### config.mk
export PLATFORM = sky130hd
export DESIGN_NAME = ppi_top
export DESIGN_NICKNAME = d
export VERILOG_FILES = /design/src/design/ppi_pkg.sv /design/src/design/ppi_top.sv
export SDC_FILE = /design/constraint.sdc
export NUM_CORES = 1
export LEC_CHECK = 0
export BUFFER_PORTS_ARGS = -buffer_cell sky130_fd_sc_hd__buf_4
export CAP_MARGIN = 25
export CORE_MARGIN = 2
export CORE_UTILIZATION = 50
export DETAILED_ROUTE_END_ITERATION = 8
export PLACE_DENSITY = 0.79
export RECOVER_POWER = 50
export SYNTH_ARGS = -nofsm -noshare
export SYNTH_HDL_FRONTEND = slang
export SYNTH_SLANG_ARGS = --single-unit
### constraint.sdc
create_clock -name pclk -period 2.3 [get_ports pclk]
set_clock_uncertainty 0.2 [all_clocks]
set_input_delay 0.115 -clock pclk [delete_from_list [all_inputs] [get_ports pclk]]
set_output_delay 0.115 -clock pclk [all_outputs]
set_load 0.01 [all_outputs]
### src/design/ppi_pkg.sv
package ppi_pkg;

	// ------------------------------------------------------------
	// Register map
	// ------------------------------------------------------------
	// Printed offsets are not all multiples of four, so they are indices.
	localparam logic [7:0] PPI_IDX_TRIG = 8'h9a;
	localparam logic [7:0] PPI_IDX_FLAG = 8'h9d;
	localparam logic [7:0] PPI_IDX_POL = 8'h9b;
	localparam logic [7:0] PPI_IDX_EN = 8'h9c;
	localparam logic [7:0] PPI_IDX_STAT = 8'h9e;
	localparam logic [11:0] PPI_ADDR_TRIG = {2'h0, PPI_IDX_TRIG, 2'h0};
	localparam logic [11:0] PPI_ADDR_FLAG = {2'h0, PPI_IDX_FLAG, 2'h0};
	localparam logic [11:0] PPI_ADDR_POL = {2'h0, PPI_IDX_POL, 2'h0};
	localparam logic [11:0] PPI_ADDR_EN = {2'h0, PPI_IDX_EN, 2'h0};
	localparam logic [11:0] PPI_ADDR_STAT = {2'h0, PPI_IDX_STAT, 2'h0};

	// ------------------------------------------------------------
	// Sizes and reset values
	// ------------------------------------------------------------
	localparam int PPI_PINS = 8;
	localparam logic [7:0] PPI_RST_TRIG = 8'h00;
	localparam logic [7:0] PPI_RST_POL = 8'h00;
	localparam logic [7:0] PPI_RST_FLAG = 8'h00;
	localparam logic [7:0] PPI_RST_EN = 8'h00;

	// Per-pin configuration carried together.
	typedef struct packed {
		logic [7:0] enable;
		logic [7:0] trig;
		logic [7:0] pol;
	} ppi_cfg_s;

endpackage : ppi_pkg

### src/design/ppi_top.sv
// Chosen here: the APB register port.
`timescale 1ns/10ps
// What this block does
// - Eight separately configured detectors, one per first port pin.
// - A pin sets its flag only when its enable bit is one.
// - Trigger-type bit zero means level detection, one means edge.
// - Polarity zero picks low or falling, one picks high or rising.
// - All eight pins are sampled on every clock cycle.
// - Level events need the chosen level in two consecutive samples.
// - Edge events need a change in chosen direction between samples.
// - A detected event on an enabled pin sets its flag bit.
// - Only software clears flags; hardware never clears them.
// - Any detected event on an enabled pin raises a wake request from power-down.
// - Trigger, polarity and flag registers reset to zero.
module ppi_top
	import ppi_pkg::*;
(
	input wire logic pclk,
	input wire logic presetn,
	input wire logic psel,
	input wire logic penable,
	input wire logic pwrite,
	input wire logic [11:0] paddr,
	input wire logic [31:0] pwdata,
	input wire logic [3:0] pstrb,
	output logic [31:0] prdata,
	output logic pready,
	output logic pslverr,
	input wire logic [7:0] first_port_pin,
	output logic pin_event_interrupt,
	output logic wake_request
);

	// ------------------------------------------------------------
	// Register state
	// ------------------------------------------------------------
	ppi_cfg_s cfg_q;
	logic [7:0] flags_q;
	logic [7:0] samp_q;
	logic [7:0] prev_q;
	logic [7:0] event_d;
	logic [31:0] prdata_q;
	logic pslverr_q;
	logic irq_q;
	logic wake_q;
	logic wr_en;
	logic rd_en;
	logic [7:0] clr_mask;
	logic pready_q;

	// Decodes a byte address into a mapped/unmapped answer.
	function automatic logic ppi_mapped(input logic [11:0] a);
		if (a == PPI_ADDR_TRIG) begin
			return 1'b1;
		end else if (a == PPI_ADDR_POL) begin
			return 1'b1;
		end else if (a == PPI_ADDR_EN) begin
			return 1'b1;
		end else if (a == PPI_ADDR_FLAG) begin
			return 1'b1;
		end else if (a == PPI_ADDR_STAT) begin
			return 1'b1;
		end else begin
			return 1'b0;
		end
	endfunction : ppi_mapped

	// A write lands at the access edge; a read is fetched at the setup
	// edge so that its data already stands when the access phase opens.
	assign wr_en = psel && penable && pwrite && pstrb[0];
	assign rd_en = psel && !penable && !pwrite;

	// ------------------------------------------------------------
	// Pin sampling
	// ------------------------------------------------------------
	// Two stages give the current and previous sample for each pin.
	// Pins are taken as synchronous, so the first stage is already a
	// clean sample; a slower source must hold each level for at least
	// two clocks or a level event may be missed.
	always_ff @(posedge pclk or negedge presetn) begin
		if (!presetn) begin
			samp_q <= 8'h00;
			prev_q <= 8'h00;
		end else begin
			samp_q <= first_port_pin;
			prev_q <= samp_q;
		end
	end

	// ------------------------------------------------------------
	// Per-pin detectors
	// ------------------------------------------------------------
	// Each pin compares two consecutive samples against its mode.
	// Changing the mode or polarity while a pin is active can itself
	// look like an event; software should clear the flags afterwards.
	generate
		for (genvar i = 0; i < PPI_PINS; i++) begin : g_det
			always_comb begin
				if (cfg_q.trig[i]) begin
					// Edge: previous differs, current matches polarity.
					event_d[i] = (samp_q[i] == cfg_q.pol[i]) &&
						(prev_q[i] != cfg_q.pol[i]);
				end else begin
					// Level: both samples at the selected level.
					event_d[i] = (samp_q[i] == cfg_q.pol[i]) &&
						(prev_q[i] == cfg_q.pol[i]);
				end
			end
		end
	endgenerate

	// ------------------------------------------------------------
	// Configuration registers
	// ------------------------------------------------------------
	// Only the low byte of a write is used; a write to an unmapped or
	// read-only word leaves every register as it was. Enable resets to
	// zero so that no pin can fire before software has set it up.
	always_ff @(posedge pclk or negedge presetn) begin
		if (!presetn) begin
			cfg_q.trig <= PPI_RST_TRIG;
			cfg_q.pol <= PPI_RST_POL;
			cfg_q.enable <= PPI_RST_EN;
		end else if (wr_en) begin
			if (paddr == PPI_ADDR_TRIG) begin
				cfg_q.trig <= pwdata[7:0];
			end else if (paddr == PPI_ADDR_POL) begin
				cfg_q.pol <= pwdata[7:0];
			end else if (paddr == PPI_ADDR_EN) begin
				cfg_q.enable <= pwdata[7:0];
			end
		end
	end

	// ------------------------------------------------------------
	// Flags
	// ------------------------------------------------------------
	// Software clears by writing zero to a flag bit; writing one keeps
	// it. A new event in the same cycle wins over the clear.
	assign clr_mask = (wr_en && paddr == PPI_ADDR_FLAG) ?
		~pwdata[7:0] : 8'h00;

	// A level that is still present sets its flag again at once, so a
	// level source must be removed before its flag is cleared.
	always_ff @(posedge pclk or negedge presetn) begin
		if (!presetn) begin
			flags_q <= PPI_RST_FLAG;
		end else begin
			flags_q <= (flags_q & ~clr_mask) |
				(event_d & cfg_q.enable);
		end
	end

	// Single request and wake both come from registers. The request is
	// built from the next flag value, so it never lags the flags.
	always_ff @(posedge pclk or negedge presetn) begin
		if (!presetn) begin
			irq_q <= 1'b0;
			wake_q <= 1'b0;
		end else begin
			irq_q <= |((flags_q & ~clr_mask) | (event_d & cfg_q.enable));
			wake_q <= |(event_d & cfg_q.enable);
		end
	end

	// ------------------------------------------------------------
	// APB read path
	// ------------------------------------------------------------
	// Read data is fetched at the setup edge and then stands until the
	// next read is set up. Unmapped words read zero and raise an error.
	always_ff @(posedge pclk or negedge presetn) begin
		if (!presetn) begin
			prdata_q <= 32'h0000_0000;
			pslverr_q <= 1'b0;
		end else begin
			pslverr_q <= psel && !penable && !ppi_mapped(paddr);
			if (rd_en) begin
				if (paddr == PPI_ADDR_TRIG) begin
					prdata_q <= {24'h000000, cfg_q.trig};
				end else if (paddr == PPI_ADDR_POL) begin
					prdata_q <= {24'h000000, cfg_q.pol};
				end else if (paddr == PPI_ADDR_EN) begin
					prdata_q <= {24'h000000, cfg_q.enable};
				end else if (paddr == PPI_ADDR_FLAG) begin
					prdata_q <= {24'h000000, flags_q};
				end else if (paddr == PPI_ADDR_STAT) begin
					prdata_q <= {24'h000000, samp_q};
				end else begin
					prdata_q <= 32'h0000_0000;
				end
			end
		end
	end

	// Ready is raised for exactly the access phase that follows a setup
	// cycle, so every transfer ends without wait states.
	always_ff @(posedge pclk or negedge presetn) begin
		if (!presetn) begin
			pready_q <= 1'b0;
		end else begin
			pready_q <= psel && !penable;
		end
	end

	// Every output is a plain copy of a register.
	assign prdata = prdata_q;
	assign pslverr = pslverr_q;
	assign pready = pready_q;
	assign pin_event_interrupt = irq_q;
	assign wake_request = wake_q;

	// ------------------------------------------------------------
	// Assertions
	// ------------------------------------------------------------
	// The per-pin checks are repeated for every pin, so a fault that
	// hits only one bit of a register cannot slip through unseen.
	generate
		for (genvar k = 0; k < PPI_PINS; k++) begin : g_chk
			// Two samples at the chosen level set the flag next cycle.
			a_level_two_samples: assert property (
				@(posedge pclk) disable iff (!presetn)
				(!cfg_q.trig[k] && cfg_q.enable[k] &&
				samp_q[k] == cfg_q.pol[k] &&
				prev_q[k] == cfg_q.pol[k]) |=> flags_q[k])
				else $error("level event did not set flag");

			// A low-to-high step sets the flag when rising is chosen.
			a_edge_rise_sets: assert property (
				@(posedge pclk) disable iff (!presetn)
				(cfg_q.trig[k] && cfg_q.pol[k] && cfg_q.enable[k] &&
				samp_q[k] && !prev_q[k]) |=> flags_q[k])
				else $error("rising edge did not set flag");

			// A high-to-low step sets the flag when falling is chosen.
			a_edge_fall_sets: assert property (
				@(posedge pclk) disable iff (!presetn)
				(cfg_q.trig[k] && !cfg_q.pol[k] && cfg_q.enable[k] &&
				!samp_q[k] && prev_q[k]) |=> flags_q[k])
				else $error("falling edge did not set flag");

			// A steady pin never makes an edge event.
			a_edge_steady: assert property (
				@(posedge pclk) disable iff (!presetn)
				(cfg_q.trig[k] && samp_q[k] == prev_q[k]) |-> !event_d[k])
				else $error("edge mode fired on a steady pin");

			// A pin whose enable is zero never raises its flag.
			a_disabled_no_set: assert property (
				@(posedge pclk) disable iff (!presetn)
				(!cfg_q.enable[k] && !flags_q[k]) |=> !flags_q[k])
				else $error("disabled pin raised flag");

			// Only a software write to the flag register drops a flag.
			a_flag_holds: assert property (
				@(posedge pclk) disable iff (!presetn)
				(flags_q[k] && !(wr_en && paddr == PPI_ADDR_FLAG))
				|=> flags_q[k])
				else $error("flag cleared by hardware");

			// Writing zero clears a flag unless a new event arrives.
			a_flag_clears: assert property (
				@(posedge pclk) disable iff (!presetn)
				(wr_en && paddr == PPI_ADDR_FLAG && !pwdata[k] &&
				!(event_d[k] && cfg_q.enable[k])) |=> !flags_q[k])
				else $error("software clear did not take");

			// A flag only rises after an enabled event.
			a_flag_cause: assert property (
				@(posedge pclk) disable iff (!presetn)
				$rose(flags_q[k]) |-> $past(event_d[k] && cfg_q.enable[k]))
				else $error("flag set without event");

			// An enabled event always leaves its flag set.
			a_event_sets: assert property (
				@(posedge pclk) disable iff (!presetn)
				(event_d[k] && cfg_q.enable[k]) |=> flags_q[k])
				else $error("enabled event lost");

			// In level mode one differing sample is never enough.
			a_level_single: assert property (
				@(posedge pclk) disable iff (!presetn)
				(!cfg_q.trig[k] && samp_q[k] != prev_q[k]) |-> !event_d[k])
				else $error("level mode fired on one sample");

			// A low or falling choice never fires on a high sample.
			a_falling_pol: assert property (
				@(posedge pclk) disable iff (!presetn)
				(!cfg_q.pol[k] && samp_q[k]) |-> !event_d[k])
				else $error("low choice fired on high sample");

			// A high or rising choice never fires on a low sample.
			a_rising_pol: assert property (
				@(posedge pclk) disable iff (!presetn)
				(cfg_q.pol[k] && !samp_q[k]) |-> !event_d[k])
				else $error("high choice fired on low sample");
		end
	endgenerate

	// The single request stands while any flag is set.
	a_irq_follows: assert property (
		@(posedge pclk) disable iff (!presetn)
		(|flags_q) |-> ##[0:1] pin_event_interrupt)
		else $error("request missing while flag set");

	// The request drops with the last flag, so none is left hanging.
	a_irq_matches: assert property (
		@(posedge pclk) disable iff (!presetn)
		pin_event_interrupt == (|flags_q))
		else $error("request differs from flags");

	// Every enabled event asks for a wake on the next cycle.
	a_wake_event: assert property (
		@(posedge pclk) disable iff (!presetn)
		(|(event_d & cfg_q.enable)) |=> wake_request)
		else $error("event did not request wake");

	// A wake pulse always has an enabled event behind it.
	a_wake_cause: assert property (
		@(posedge pclk) disable iff (!presetn)
		wake_request |-> $past(|(event_d & cfg_q.enable)))
		else $error("wake without event");

	// Each pin moves through both sample stages one clock apart; the
	// first cycle after reset is skipped, as the stages were held then.
	a_sample_chain: assert property (
		@(posedge pclk) disable iff (!presetn)
		$past(presetn) |-> (samp_q == $past(first_port_pin) &&
		prev_q == $past(samp_q)))
		else $error("pin sampling lost a cycle");

	// The status word shows the first sample stage of every pin.
	a_read_status: assert property (
		@(posedge pclk) disable iff (!presetn)
		(rd_en && paddr == PPI_ADDR_STAT) |=> prdata[7:0] == $past(samp_q))
		else $error("status read returned wrong value");

	// A flag read returns the flags as they stood at the setup edge.
	a_read_flags: assert property (
		@(posedge pclk) disable iff (!presetn)
		(rd_en && paddr == PPI_ADDR_FLAG) |=> prdata[7:0] == $past(flags_q))
		else $error("flag read returned wrong value");

	// Trigger, polarity and flags are all zero straight after reset.
	a_reset_zero: assert property (
		@(posedge pclk) $rose(presetn) |-> (flags_q == 8'h00 &&
		cfg_q.trig == 8'h00 && cfg_q.pol == 8'h00))
		else $error("registers not zero after reset");

endmodule : ppi_top

==> impl_metrics.toml <==
[route]
firstDrtPassIters = 5
ant_nets = 0
drtIter0Drc = 114
wl_um = 5980
wl_per_cell_um = 14.5
drc = 0
vias_per_cell = 5.25
vias = 2161

[setup_path]
worst_path_largest_cell_delay_ns = 0.53
rr_worst_depth = 5
crit_type = "input port to flip-flop"
timing.rr.start = "cfg_q[9]"
endpoint_kind = "flip-flop"
path_max_fanout = 8
r2r_setup_slack_ns = 0.24
crit_path_top_delay_cell = "dlygate4sd3_1"
path_cells = "dlygate4sd3_1 -> buf_4 -> and4b_1 -> nand4_2 -> o21ai_0 -> nand4_1 -> or4_1"
crit_arrival_ns = 2.20
crit_path_start_kind = "input port"
required_ns = 2.31
reg2reg_to = "pin_event_interrupt"

[sta]
final.setup.worst_slack_ns = 0.115
setup-tns-final_ns = 0
rsz0062_at_grt = "no"
hold_viol_final = 0
worst_pin_slew_ns = 1.42
slew_viol_final = 0
maxSlewHeadroom = 0.0526
fmax_ghz = 0.458
min_period_ns = 2.19
setup-violations-final = 0
period_share = 0.950

[synthesis]
synth_adder_area_share = 0
synth_top_family_by_area = "simple AND/OR/NAND/NOR gates"
synth_top_area_share = 0.523
yosys.area_share.simple = 0.151
syn_area_um2 = 2870
muxShareOfSynthArea = 0.122
ys_types = 34
ys_warn_count = 0
synth.avg_cell_area_um2 = 11.4
synth-seq-cells = 60
synth_compound_area_frac = 0.0949
ys_top_cells_by_area = "dfrtp_1, mux2_2, buf_4"
yosysTopAreaCell = "dfrtp_1"
yosysSeqAreaShare = 0.523
synthCells = 251
synth-xor-area-share = 0.0244

[outcome]
status = "complete, no violations"

[cts]
numCtsBuffers = 9
clock-sinks = 60
cts_resized = 0
clk_pin_slew_ns = 0.06
htree_levels = 3
cts_buffer_depth = 2
worstSkewPairLatency_ns = 0.34
cts_tree = "built"
root_buffer = "clkbuf_8"

[placed_design]
finalWeightedCongestion = 0.768
dpl.hpwl_um = 4000
dp_cells = 375
post-place-ws_ns = 0.0823
port_buffers = 45

[global_route]
grtUsageTotal = 0.202
grt_pass1_wl_um = 9550
grt_pass1_vias = 2044
grt_overflow_total = 0
antenna_found_initial = 0
grt_max_degree = 61

[cells_and_area]
nNetsFinal = 397
layout_common_cells = "dfrtp_1, buf_4, mux2_2, conb_1, dlygate4sd3_1"
area_growth_pct = 26.4
stdcell_count = 412
n_antenna_cell = 0
drive_above_1_share = 0.268
post-route-util = 0.655
final_common_cell = "dfrtp_1"

[min_path]
hp-class = "input port to flip-flop"
min_path_cells = 4
min_to = "pslverr"
min-delay-start = "paddr[7]"

[run]
cap_violations = 0

[die]
core_um2 = 5540
dieArea_um2 = 6370
die_h_um = 79.8
die_x_um = 79.8
row_count = 27
initial_utilization = 0.519
ioPinCount = 97

[power]
powerDensity_nw_per_um2 = 576
peakVddDrop_uv = 412
p_leak_nw = 1.76
## layer usage
metal / track usage / routed length [um] / up-vias
met1: 0.268 / 2700 / 1022
met5: 0 / 0 / -
met3: 0.0498 / 406 / 12
li1: - / - / 1032
met4: 0.0915 / 114 / 0
met2: 0.313 / 2760 / 95
## through the flow
step	hold WS, ns	cell area [um^2]	power, mW
3_3_place_gp	0.0241	3290	1.25
3_5_place_dp	0.0253	3290	1.25
6_report	0.0640	3630	2.09
4_1_cts	0.0614	3680	2.11
2_1_floorplan	-0.381	2960	1.19
5_1_grt	0.0806	3630	2.19
## worst max path at each step
| stage | start | end | slack, ns | cells past startpoint |
|---|---|---|---|---|
| 6_report | paddr[4] | pin_event_interrupt | 0.11 | 7 |
| 4_1_cts | paddr[4] | pin_event_interrupt | 0.14 | 7 |
| 3_5_place_dp | paddr[8] | pin_event_interrupt | 0.08 | 6 |
| 3_3_place_gp | paddr[3] | pin_event_interrupt | 0.15 | 6 |
| 2_1_floorplan | cfg_q[11] | pin_event_interrupt | 0.42 | 5 |
| 5_1_grt | paddr[4] | pin_event_interrupt | 0.03 | 7 |
## cells in the mapped netlist
| master | instances |
|---|---|
| nand2_1 | 17 |
| mux2_2 | 24 |
| o21ai_0 | 17 |
| nor3_1 | 8 |
| conb_1 | 1 |
| and3_1 | 8 |
| buf_2 | 3 |
| o21a_1 | 1 |
| and4b_1 | 1 |
| xor2_1 | 8 |
| a21oi_1 | 8 |
| dfrtp_1 | 60 |
| and4_1 | 1 |
| mux2i_1 | 8 |
| nand2b_1 | 1 |
| inv_1 | 8 |
| nand4_1 | 7 |
| nand3_1 | 3 |
| clkbuf_1 | 2 |
| nor3_4 | 1 |
| or3_1 | 1 |
| o311ai_0 | 8 |
| and3b_1 | 1 |
| buf_4 | 24 |
| nor2_1 | 3 |
| nor4b_1 | 1 |
| nor2b_1 | 10 |
| or2_2 | 1 |
| or4_1 | 1 |
| nor2_8 | 1 |
| nor4b_4 | 1 |
| o221ai_1 | 8 |
| buf_1 | 2 |
| nand4_2 | 2 |
## repair_timing
action,in CTS,in global routing
hold endpoints to repair,103,0
setup buffers,0,0
hold buffers,22,0
## state kept, by name (all words and copies together), names as in the netlist
name,count
cfg_q,24
flags_q,8
prdata,8
prev_q,8
samp_q,8
pin_event_interrupt,1
pready,1
pslverr,1
wake_request,1
## layout make-up
class	instances	area, um^2
clock buffer	13	159
clock inverter	2	10.0
fill	474	1910
inverter	8	30.0
multi-input combinational	175	1220
sequential	60	1500
tap	72	90.1
timing repair buffer	82	623
## power breakdown
| part | leakage (nW) | switching (mW) | internal, mW |
|---|---|---|---|
| Sequential | 0.752 | 0.0111 | 1.07 |
| Combinational | 0.919 | 0.0948 | 0.0827 |
| Clock | 0.0893 | 0.389 | 0.441 |
| Total | 1.76 | 0.495 | 1.60 |
## cells by family after synthesis
kind of cell,Yosys count
other cells,1
xor+xnor,8
compound gates,42
buf+inv,39
simple gates,69
mux,32
flops,60
## critical path: cells and delay by family
family	cells	cell delay, ns
AND/OR/NAND/NOR	4	1.12
AO/OA/AOI/OAI	1	0.31
buffers and inverters	2	0.65
Power figures use the tool's default switching activity.
